### src/hdl/cfb_pkg.sv
/*
  Shared constants and carriers for the configurable queue block.
  Assumes a single 50 MHz clock and an active-low asynchronous reset.
*/
package cfb_pkg;

    // Fixed configuration of the queue.
    localparam int DATA_W      = 16;
    localparam int COUNT_W     = 3;
    localparam int DEPTH       = 4;
    localparam int MIN_DEPTH   = 4;
    localparam int FIFO_DEPTH  = 4;
    localparam int ADDR_W      = 2;

    // Flag thresholds and count and pointer values after reset.
    localparam logic [COUNT_W:0] NEAR_FULL_LVL  = 4'h3;
    localparam logic [COUNT_W:0] NEAR_EMPTY_LVL = 4'h1;
    localparam logic [COUNT_W:0] COUNT_RST      = 4'h0;
    localparam logic [ADDR_W-1:0] PTR_RST       = 2'h0;

    // Status flags travel together.
    typedef struct packed {
        logic full;
        logic near_full;
        logic empty;
        logic near_empty;
    } cfb_flags_s;

    typedef struct packed {
        logic overflow_chk;
        logic underflow_chk;
        logic show_ahead;
    } cfb_cfg_s;

endpackage : cfb_pkg

### src/hdl/cfb_mem.sv
/*
  Small memory for the queue storage; read data leave from a register.
  Assumes the caller never writes and reads the same unwritten word.
*/
`timescale 1ns/1ps
module cfb_mem
    import cfb_pkg::*;
#(
    parameter int WIDTH = DATA_W,
    parameter int DEPTH_P = DEPTH,
    parameter int AW = ADDR_W
)
(
    // Clock and reset.
    input  wire logic             i_clk_sys,
    input  wire logic             i_reset_n,
    // Write side.
    input  wire logic             i_wr_en,
    input  wire logic [AW-1:0]    i_wr_addr,
    input  wire logic [WIDTH-1:0] i_wr_data,
    // Read side.
    input  wire logic             i_rd_en,
    input  wire logic [AW-1:0]    i_rd_addr,
    output logic      [WIDTH-1:0] o_rd_data
);

    logic [WIDTH-1:0] mem_q [DEPTH_P];

    // Storage carries no reset so that it maps to plain memory.
    always_ff @(posedge i_clk_sys)
    begin
        if (i_wr_en)
        begin
            mem_q[i_wr_addr] <= i_wr_data;
        end
    end

    // Only the read register is cleared, so the output is a known zero after reset.
    always_ff @(posedge i_clk_sys or negedge i_reset_n)
    begin
        if (!i_reset_n)
        begin
            o_rd_data <= '0;
        end
        else if (i_rd_en)
        begin
            o_rd_data <= mem_q[i_rd_addr];
        end
    end

endmodule : cfb_mem

### src/hdl/cfb_queue.sv
/*
  Single-clock queue with fill count, near flags, guards and show-ahead.
  Assumes writer and reader logic run on i_clk_sys; inputs synchronous.
*/
`timescale 1ns/1ps
// Operation
// - Data width sets both write data and read data widths.
// - Mixed-width form would set read width separately; this form is equal-width.
// - Count width sets width of the fill count output.
// - Mixed-width read count width would be separate; not used here.
// - Depth gives word count; depth below four is rejected.
// - Mode selects normal read or show-ahead presentation of next word.
// - With overflow guard on, writes while full are ignored.
// - With underflow guard on, reads while empty are ignored.
// - Empty may rise without near-empty having risen first.
// - Near-full is high when count reaches near-full threshold.
// - Near-empty is high when count is below near-empty threshold.
module cfb_queue
    import cfb_pkg::*;
(
    // Clock and reset.
    input  wire logic              i_clk_sys,
    input  wire logic              i_reset_n,
    // Options.
    input  wire cfb_cfg_s          i_cfg,
    // Write side.
    input  wire logic              i_wr_req,
    input  wire logic [DATA_W-1:0] i_wr_data,
    output logic                   o_wr_ready,
    // Read side.
    input  wire logic              i_rd_req,
    output logic      [DATA_W-1:0] o_rd_data,
    output logic                   o_rd_valid,
    // Status.
    output logic      [COUNT_W:0]  o_fill_count,
    output cfb_flags_s             o_flags
);

    // Elaboration stops on an illegal depth.
    if (DEPTH < MIN_DEPTH)
    begin : g_depth_low
        $error("queue depth below minimum");
    end
    if (DEPTH > (1 << COUNT_W))
    begin : g_depth_big
        $error("queue depth exceeds count range");
    end

    logic [ADDR_W-1:0] wr_ptr_q;
    logic [ADDR_W-1:0] rd_ptr_q;
    logic [COUNT_W:0]  count_q;
    logic [COUNT_W:0]  count_d;
    logic              wr_fire;
    logic              rd_fire;
    logic              sa_refill_q;
    logic              sa_load;
    logic              mem_rd_en;
    logic [ADDR_W-1:0] mem_rd_addr;
    logic [DATA_W-1:0] mem_q_data;
    logic              full_w;
    logic              empty_w;

    function automatic logic [ADDR_W-1:0] ptr_next(input logic [ADDR_W-1:0] p);
        ptr_next = (p == ADDR_W'(DEPTH - 1)) ? PTR_RST : p + 1'b1;
    endfunction : ptr_next

    assign full_w  = (count_q == (COUNT_W + 1)'(DEPTH));
    assign empty_w = (count_q == COUNT_RST);

    // The guards can be switched off; then a write when full overwrites
    // and a read when empty yields undefined data, as in the plain form.
    assign wr_fire = i_wr_req && !(i_cfg.overflow_chk && full_w);
    assign rd_fire = i_rd_req && !(i_cfg.underflow_chk && empty_w);

    always_comb
    begin
        count_d = count_q;
        if (wr_fire && !rd_fire)
        begin
            count_d = count_q + 1'b1;
        end
        else if (rd_fire && !wr_fire)
        begin
            count_d = count_q - 1'b1;
        end
    end

    always_ff @(posedge i_clk_sys or negedge i_reset_n)
    begin
        if (!i_reset_n)
        begin
            wr_ptr_q <= PTR_RST;
        end
        else if (wr_fire)
        begin
            wr_ptr_q <= ptr_next(wr_ptr_q);
        end
    end

    always_ff @(posedge i_clk_sys or negedge i_reset_n)
    begin
        if (!i_reset_n)
        begin
            rd_ptr_q <= PTR_RST;
        end
        else if (rd_fire)
        begin
            rd_ptr_q <= ptr_next(rd_ptr_q);
        end
    end

    always_ff @(posedge i_clk_sys or negedge i_reset_n)
    begin
        if (!i_reset_n)
        begin
            count_q <= COUNT_RST;
        end
        else
        begin
            count_q <= count_d;
        end
    end

    // Show-ahead prefetches the head word; it costs a bypass mux before
    // the memory address, which is what lowers the reachable clock rate.
    // A word written into an empty queue is fetched one edge later, since a
    // same-edge read returns the old contents; readers must allow for it.
    assign sa_load = i_cfg.show_ahead
                     && (sa_refill_q || (rd_fire && (count_q > (COUNT_W + 1)'(1))));
    assign mem_rd_en   = i_cfg.show_ahead ? sa_load : rd_fire;
    assign mem_rd_addr = (i_cfg.show_ahead && rd_fire) ? ptr_next(rd_ptr_q) : rd_ptr_q;

    always_ff @(posedge i_clk_sys or negedge i_reset_n)
    begin
        if (!i_reset_n)
        begin
            sa_refill_q <= 1'b0;
        end
        else
        begin
            sa_refill_q <= i_cfg.show_ahead && wr_fire && (count_d == (COUNT_W + 1)'(1));
        end
    end

    cfb_mem #(
        .WIDTH   (DATA_W),
        .DEPTH_P (FIFO_DEPTH),
        .AW      (ADDR_W)
    ) u_mem (
        .i_clk_sys (i_clk_sys),
        .i_reset_n (i_reset_n),
        .i_wr_en   (wr_fire),
        .i_wr_addr (wr_ptr_q),
        .i_wr_data (i_wr_data),
        .i_rd_en   (mem_rd_en),
        .i_rd_addr (mem_rd_addr),
        .o_rd_data (mem_q_data)
    );

    // Width of read data equals write data in this equal-width form.
    // The memory's read register is the output stage, so a normal read
    // shows its word on the same edge that takes the request.
    assign o_rd_data = mem_q_data;

    // Status outputs are registered from the next-state count.
    always_ff @(posedge i_clk_sys or negedge i_reset_n)
    begin
        if (!i_reset_n)
        begin
            o_fill_count <= COUNT_RST;
            o_wr_ready   <= 1'b1;
            o_rd_valid   <= 1'b0;
            o_flags      <= '{full: 1'b0, near_full: 1'b0, empty: 1'b1, near_empty: 1'b1};
        end
        else
        begin
            o_fill_count       <= count_d;
            o_wr_ready         <= (count_d != (COUNT_W + 1)'(DEPTH));
            o_rd_valid         <= rd_fire && !i_cfg.show_ahead;
            o_flags.full       <= (count_d == (COUNT_W + 1)'(DEPTH));
            o_flags.near_full  <= (count_d >= NEAR_FULL_LVL);
            o_flags.empty      <= (count_d == COUNT_RST);
            o_flags.near_empty <= (count_d < NEAR_EMPTY_LVL);
        end
    end

    a_full_blocks: assert property (@(posedge i_clk_sys) disable iff (!i_reset_n)
        (i_cfg.overflow_chk && full_w && i_wr_req && !i_rd_req) |=> $stable(count_q))
        else $error("write accepted while full");

    a_empty_blocks: assert property (@(posedge i_clk_sys) disable iff (!i_reset_n)
        (i_cfg.underflow_chk && empty_w && i_rd_req) |=> $stable(rd_ptr_q))
        else $error("read accepted while empty");

    a_count_step: assert property (@(posedge i_clk_sys) disable iff (!i_reset_n)
        (i_wr_req && !i_rd_req && !full_w) |=> (o_fill_count == $past(o_fill_count) + 1'b1))
        else $error("fill count did not step up");

    a_ahead_hold: assert property (@(posedge i_clk_sys) disable iff (!i_reset_n)
        (i_cfg.show_ahead && !i_rd_req && !sa_refill_q) |=> $stable(o_rd_data))
        else $error("head word changed without a read");

    a_normal_hold: assert property (@(posedge i_clk_sys) disable iff (!i_reset_n)
        (!i_cfg.show_ahead && !rd_fire) |=> $stable(o_rd_data))
        else $error("read data changed without a read");

    a_near_full: assert property (@(posedge i_clk_sys) disable iff (!i_reset_n)
        o_flags.near_full == (count_q >= NEAR_FULL_LVL))
        else $error("near full mismatch");

    a_near_empty: assert property (@(posedge i_clk_sys) disable iff (!i_reset_n)
        o_flags.near_empty == (count_q < NEAR_EMPTY_LVL))
        else $error("near empty mismatch");

    a_count_bound: assert property (@(posedge i_clk_sys) disable iff (!i_reset_n)
        (count_q <= (COUNT_W + 1)'(DEPTH)) || !i_cfg.overflow_chk)
        else $error("count beyond depth");

    a_order_ptrs: assert property (@(posedge i_clk_sys) disable iff (!i_reset_n)
        (i_cfg.overflow_chk && i_cfg.underflow_chk)
        |-> (ADDR_W'(wr_ptr_q - rd_ptr_q) == ADDR_W'(count_q)))
        else $error("pointers disagree with count");

    a_normal_read: assert property (@(posedge i_clk_sys) disable iff (!i_reset_n)
        (!i_cfg.show_ahead && rd_fire) |=> o_rd_valid)
        else $error("normal read latency wrong");

    a_full_flag: assert property (@(posedge i_clk_sys) disable iff (!i_reset_n)
        o_flags.full == (count_q == (COUNT_W + 1)'(DEPTH)))
        else $error("full flag mismatch");

endmodule : cfb_queue

### config.mk
export PLATFORM = sky130hd
export DESIGN_NAME = cfb_queue
export DESIGN_NICKNAME = d
export VERILOG_FILES = /design/src/hdl/cfb_pkg.sv /design/src/hdl/cfb_mem.sv /design/src/hdl/cfb_queue.sv
export SDC_FILE = /design/constraint.sdc
export NUM_CORES = 1
export LEC_CHECK = 0
export BUFFER_PORTS_ARGS = -buffer_cell sky130_fd_sc_hd__buf_2
export CAP_MARGIN = 5
export CELL_PAD_IN_SITES_DETAIL_PLACEMENT = 1
export CELL_PAD_IN_SITES_GLOBAL_PLACEMENT = 1
export CORE_ASPECT_RATIO = 0.75
export CORE_MARGIN = 2
export CORE_UTILIZATION = 54
export CTS_BUF_LIST = sky130_fd_sc_hd__clkbuf_8
export DETAILED_ROUTE_END_ITERATION = 7
export GPL_TIMING_DRIVEN = 0
export PLACE_DENSITY = 0.9
export SKIP_CTS_REPAIR_TIMING = 1
export SLEW_MARGIN = 20
export SYNTH_ARGS = -nofsm -noshare
export SYNTH_HDL_FRONTEND = slang
export SYNTH_HIERARCHICAL = 1
export SYNTH_SLANG_ARGS = --single-unit
### constraint.sdc
create_clock -name i_clk_sys -period 4.9 [get_ports i_clk_sys]
set_clock_uncertainty 0.1 [all_clocks]
set_input_delay 0.735 -clock i_clk_sys [delete_from_list [all_inputs] [get_ports i_clk_sys]]
set_output_delay 0.735 -clock i_clk_sys [all_outputs]
set_load 0.01 [all_outputs]
### After elaboration in Yosys (flattened, before gate mapping)

Memory sizes are Yosys's and may differ from the RTL's. A register that Yosys moved wholly into a read port is not among the register bits.
Index checks and enable logic that the tools add are counted.
W data, S select, Z words.

* add/sub/neg operators: 4
* reductions and logical operators: 21
* shifts and indexed selects: 0
* bitwise operators: 0
* multiplexer cells: 8
* multiply operators: 0
* eq/ne operators: 6
* order comparisons: 3
* divide/modulo/power cells: 0

Operator list (count)
* $logic_and A1 B1 Y1: 12
* $eq A4 B3 Y1 const B: 2
* $logic_not A4 Y1: 2
* $mux W4: 2
* $logic_not A1 Y1: 6
* $mux W2: 3
* $add A2 B1 Y2 const B: 2
* $add A4 B1 Y4 const B: 1
* $eq A2 B2 Y1 const B: 2
* $eq A4 B1 Y1 const B: 1
* $ge A4 B2 Y1 const B: 1
* $gt A4 B1 Y1 const B: 1
* $lt A4 B1 Y1 const B: 1
* $ne A4 B3 Y1 const B: 1
* $sub A4 B1 Y4 const B: 1
* $mux W1: 3
* $logic_or A1 B1 Y1: 1

* memory bits (writable): 64
* input bits: 23
* bits in read-only memories: 0
* bits in latches: 0
* register bits after elaboration: 15
* logic and storage cells: 53
* memories kept: 1
* output and inout bits: 26

Memory list
* u_mem.mem_q: words 4, bits a word 16, read ports 1, clocked after Yosys merged registers in 1, wr ports 1, line cfb_mem.sv:27 `logic [WIDTH-1:0] mem_q [DEPTH_P];`

### Longest topological paths before layout

* word-level depth: 10
* gate-level depth with buffers: 11
* mapped depth without buffers: 8

### Hierarchy

The synthesis kept the hierarchy.

Modules (own cells, without submodules)
* cfb_mem: times used 1, sequential area each 2322.2 µm², cells an instance 159, area each 3101.7 µm²
* cfb_queue: times used 1, sequential area each 379.1 µm², cells an instance 84, area each 885.8 µm²

### Least setup slack after synthesis

Ideal clock, no wire load.

* path kind: flip-flop to flip-flop
* from: register o_fill_count[0] (netlist name)
* to: memory u_mem/mem_q[0][0] (netlist bit), enable pin
* library setup time: 0.413 ns
* period minus slack after synthesis: 3.083 ns
* data arrival time: 2.570 ns
* cell stages (with the launch flop): 8
* buffers on the path: 1
* required time: 4.387 ns
* path slack: 1.817 ns
* cell sequence: dfrtp_1 > buf_2 > inv_1 > ha_1 > nand4b_1 > nand2_2 > inv_2 > nor3b_1

RTL lines (line)
* to (decl): cfb_mem.sv:27

==> qor.txt <==
Worst EP arrival - 2.96 ns
Final hold vios - 0
Post-route ant nets - 0
RePlAce Congestion - 0.846
Flop pwr share - 0.445
GRT Total Usage - 0.236
R2R Path Start - o_fill_count[0]
Leakage power - 1.81 nW
CP Launch Type - flop
Largest cells by area after synthesis - edfxtp_1 48%, dfrtp_1 18%, mux2i_1 8.3%, o221ai_2 3.8%, dfstp_2 2.0%
Seq/Total Area, Yosys - 0.677
Layout Cells excl Fill - 409
Reg2reg path depth - 8
I/O pin count - 49
Crit-path max cell delay - 0.70 ns
Crit path required time - 4.86 ns
Cell Pwr Density - 602 mW/mm^2
Register area - 0.00270 mm^2
Multi-input gate area - 0.00117 mm^2
Die area - 0.00809 mm^2
Initial antenna violation count - 0
First-pass GRT wire length - 13900 um
Sw Share - 0.359
DRC viols - 0
Core ar. - 0.00726 mm^2
Final setup vio count - 0
Clk slew on worst S/H paths - 0.09 ns
Syn Area/Cell - 16.4 um^2
Ys Warns - 6
CTS HTree Levels - 3
Yosys top cell by area - edfxtp_1
CP Cell Sequence - buf_2, inv_1, ha_1, nand4b_1, nand2_2, inv_2, nor3b_2, buf_4
Initial cell density of the core - 0.549
Layout Utilization - 0.627
Pint - 1.76 mW
Async SR Flop Fraction - 0.326
Total power - 2.74 mW
Vias/cell - 5.72
Mapped Cells - 243
Final net count - 332
Clock sinks - 95
Dominant synthesized flop cell - edfxtp_1
Area share of the leading cell type in the synthesized netlist - 0.482
Post-DP HPWL - 6040 um
CTS Buf Count - 9
GRT Residual Overflow - 0
Post-synth EDFFs - 64
Clock Latency Late Sink - 0.35 ns
Input/output buffers - 48
Drt first pass iters - 6
Final worst-path cycle share - 0.613
Placed Cells - 393
Starting DRT DRC Count - 111
Worst Setup EP - u_mem/mem_q[0][13]
Commonest non-fill, non-tap cell in the layout - edfxtp_1
Most frequent cells in the layout - 64 x edfxtp_1, 49 x buf_2, 33 x mux2i_1, 28 x dfrtp_1
Worst r2r dst - u_mem/mem_q[0][13]
Normalized max-slew margin - 0.353
Combinational share of power - 0.385
Worst Setup End Kind - flop
Vias - 2340
RSZ-0062 raised after global routing - no
Hold Crit Class - input port to asynchronous set/reset pin
WL per Instance - 21.2 um
Fin crit period - 3.00 ns
Max Cap Viol - 0
Maximum root-to-sink buffer count - 2
DIE WIDTH - 103 um
ANT cells - 0
Crit-path slowest cell - nor3b_2
Maximum vdd ir drop - 0.243 mV
Worst slew pin tran - 0.970 ns
Std-Cell Rows - 27
Vias in the first global route - 2546
CTS tree - built
Crit path from - o_fill_count[0]
Die Y - 78.4 um
Clock Root Buffer - clkbuf_8
Pin count of the biggest net entering global routing - 32
Max Freq - 0.333 GHz
Placed cell areas - 0.00437 mm^2
Crit Path Max Fanout - 9
Setup Total Neg Slack - 0 ns
Syn nets - 272
Outcome - finished, final reports clean
Synth unique cells - 46
Critical path type - flop to flop
Net load switching power - 984 uW
Max Slew Vio Count - 0
Clock network power share - 0.170
Layout cells sized above 1 - 0.344
Layout area overhead - 14.2%
Layout filler cell count - 697
Finished layout cell area - 0.00455 mm^2
DRT Wirelength - 8680 um
R2R setup slack - 1.90 ns
Synthesized flop and latch total - 95
Synth Cell Area - 0.00399 mm^2
worst min-delay path by stage:
stage,cells after the start,to
4_1_cts,1,u_mem/o_rd_data[3]
6_report,1,u_mem/o_rd_data[8]
3_5_place_dp,2,u_mem/o_rd_data[0]
5_1_grt,1,u_mem/o_rd_data[3]
3_3_place_gp,2,u_mem/o_rd_data[7]
2_1_floorplan,0,o_fill_count[0]
synthesized netlist by cell type (all sizes together), types with 2 or more instances:
library cell and n:
o211ai 3, o31ai 2, xnor2 2, nand2 13
nor3 3, ha 6, mux2i 33, a21oi 2
a31oi 2, dfstp 3, buf 8, nor3b 3
a22o 2, and3 3, a211oi 2, mux2 3
nand2b 17, dfrtp 28, nor2 7, inv 5
o221ai 16, o21ai 2, nand3 2, edfxtp 64
routing by layer:
metal | track usage | vias to the layer above | wire length (um)
met5 | 0 | - | 0
met4 | 0.0737 | 0 | 105
met3 | 0.0703 | 8 | 456
met2 | 0.374 | 70 | 4380
met1 | 0.316 | 1205 | 3740
li1 | - | 1057 | -
kinds of logic (layout without fill, tap and decap cells):
| logic type | Yosys count | in the layout | synth area share |
|---|---|---|---|
| multiplexers | 36 | 36 | 0.0913 |
| XOR/XNOR | 2 | 2 | 0.00628 |
| buffers and inverters | 14 | 79 | 0.0307 |
| AO/OA/AOI/OAI | 34 | 34 | 0.0850 |
| flip-flops | 95 | 95 | 0.677 |
| AND/OR/NAND/NOR | 56 | 56 | 0.0904 |
| adder cells (fa/ha/maj) | 6 | 6 | 0.0188 |
sequential cells by signal, indices dropped and copies added, names as in the netlist:
| name | flops |
|---|---|
| o_fill_count | 4 |
| u_mem/o_rd_data | 16 |
| u_mem/mem_q | 64 |
| sa_refill_q | 1 |
| o_flags | 4 |
| wr_ptr_q | 2 |
| o_rd_valid | 1 |
| rd_ptr_q | 2 |
| o_wr_ready | 1 |
metrics by stage:
stage | worst slack (ns) | hold slack [ns]
after floorplan | 1.82 | 0.339
after global placement | 0.822 | 0.382
after detailed placement | 1.94 | 0.376
after CTS | 1.90 | 0.362
after global routing | 1.75 | 0.375
final | 1.90 | 0.340
layout make-up:
cell class              count  share of cell area
clock inverters             5             0.00714
inverters                   5             0.00412
well taps                 101              0.0278
repair buffers             49              0.0544
clock buffers              11              0.0333
plain buffers               9              0.0228
flip-flops and latches     95               0.593
multi-input cells         134               0.257
critical path: cells and delay by family, from the launching register on:
kind | cells | cell delay, ns
flops | 1 | 0.42
fa+ha+maj | 1 | 0.28
buf+inv | 4 | 0.82
simple gates | 3 | 1.08
power by group through the flow:
stage	logic [mW]	registers [mW]	clock network [mW]
6_report	1.06	1.22	0.466
5_1_grt	1.14	1.24	0.512
4_1_cts	1.06	1.22	0.481
3_5_place_dp	1.06	1.24	0
3_3_place_gp	0.999	1.22	0
2_1_floorplan	0.690	1.25	0
No activity file was read; power rests on OpenSTA's default activity.
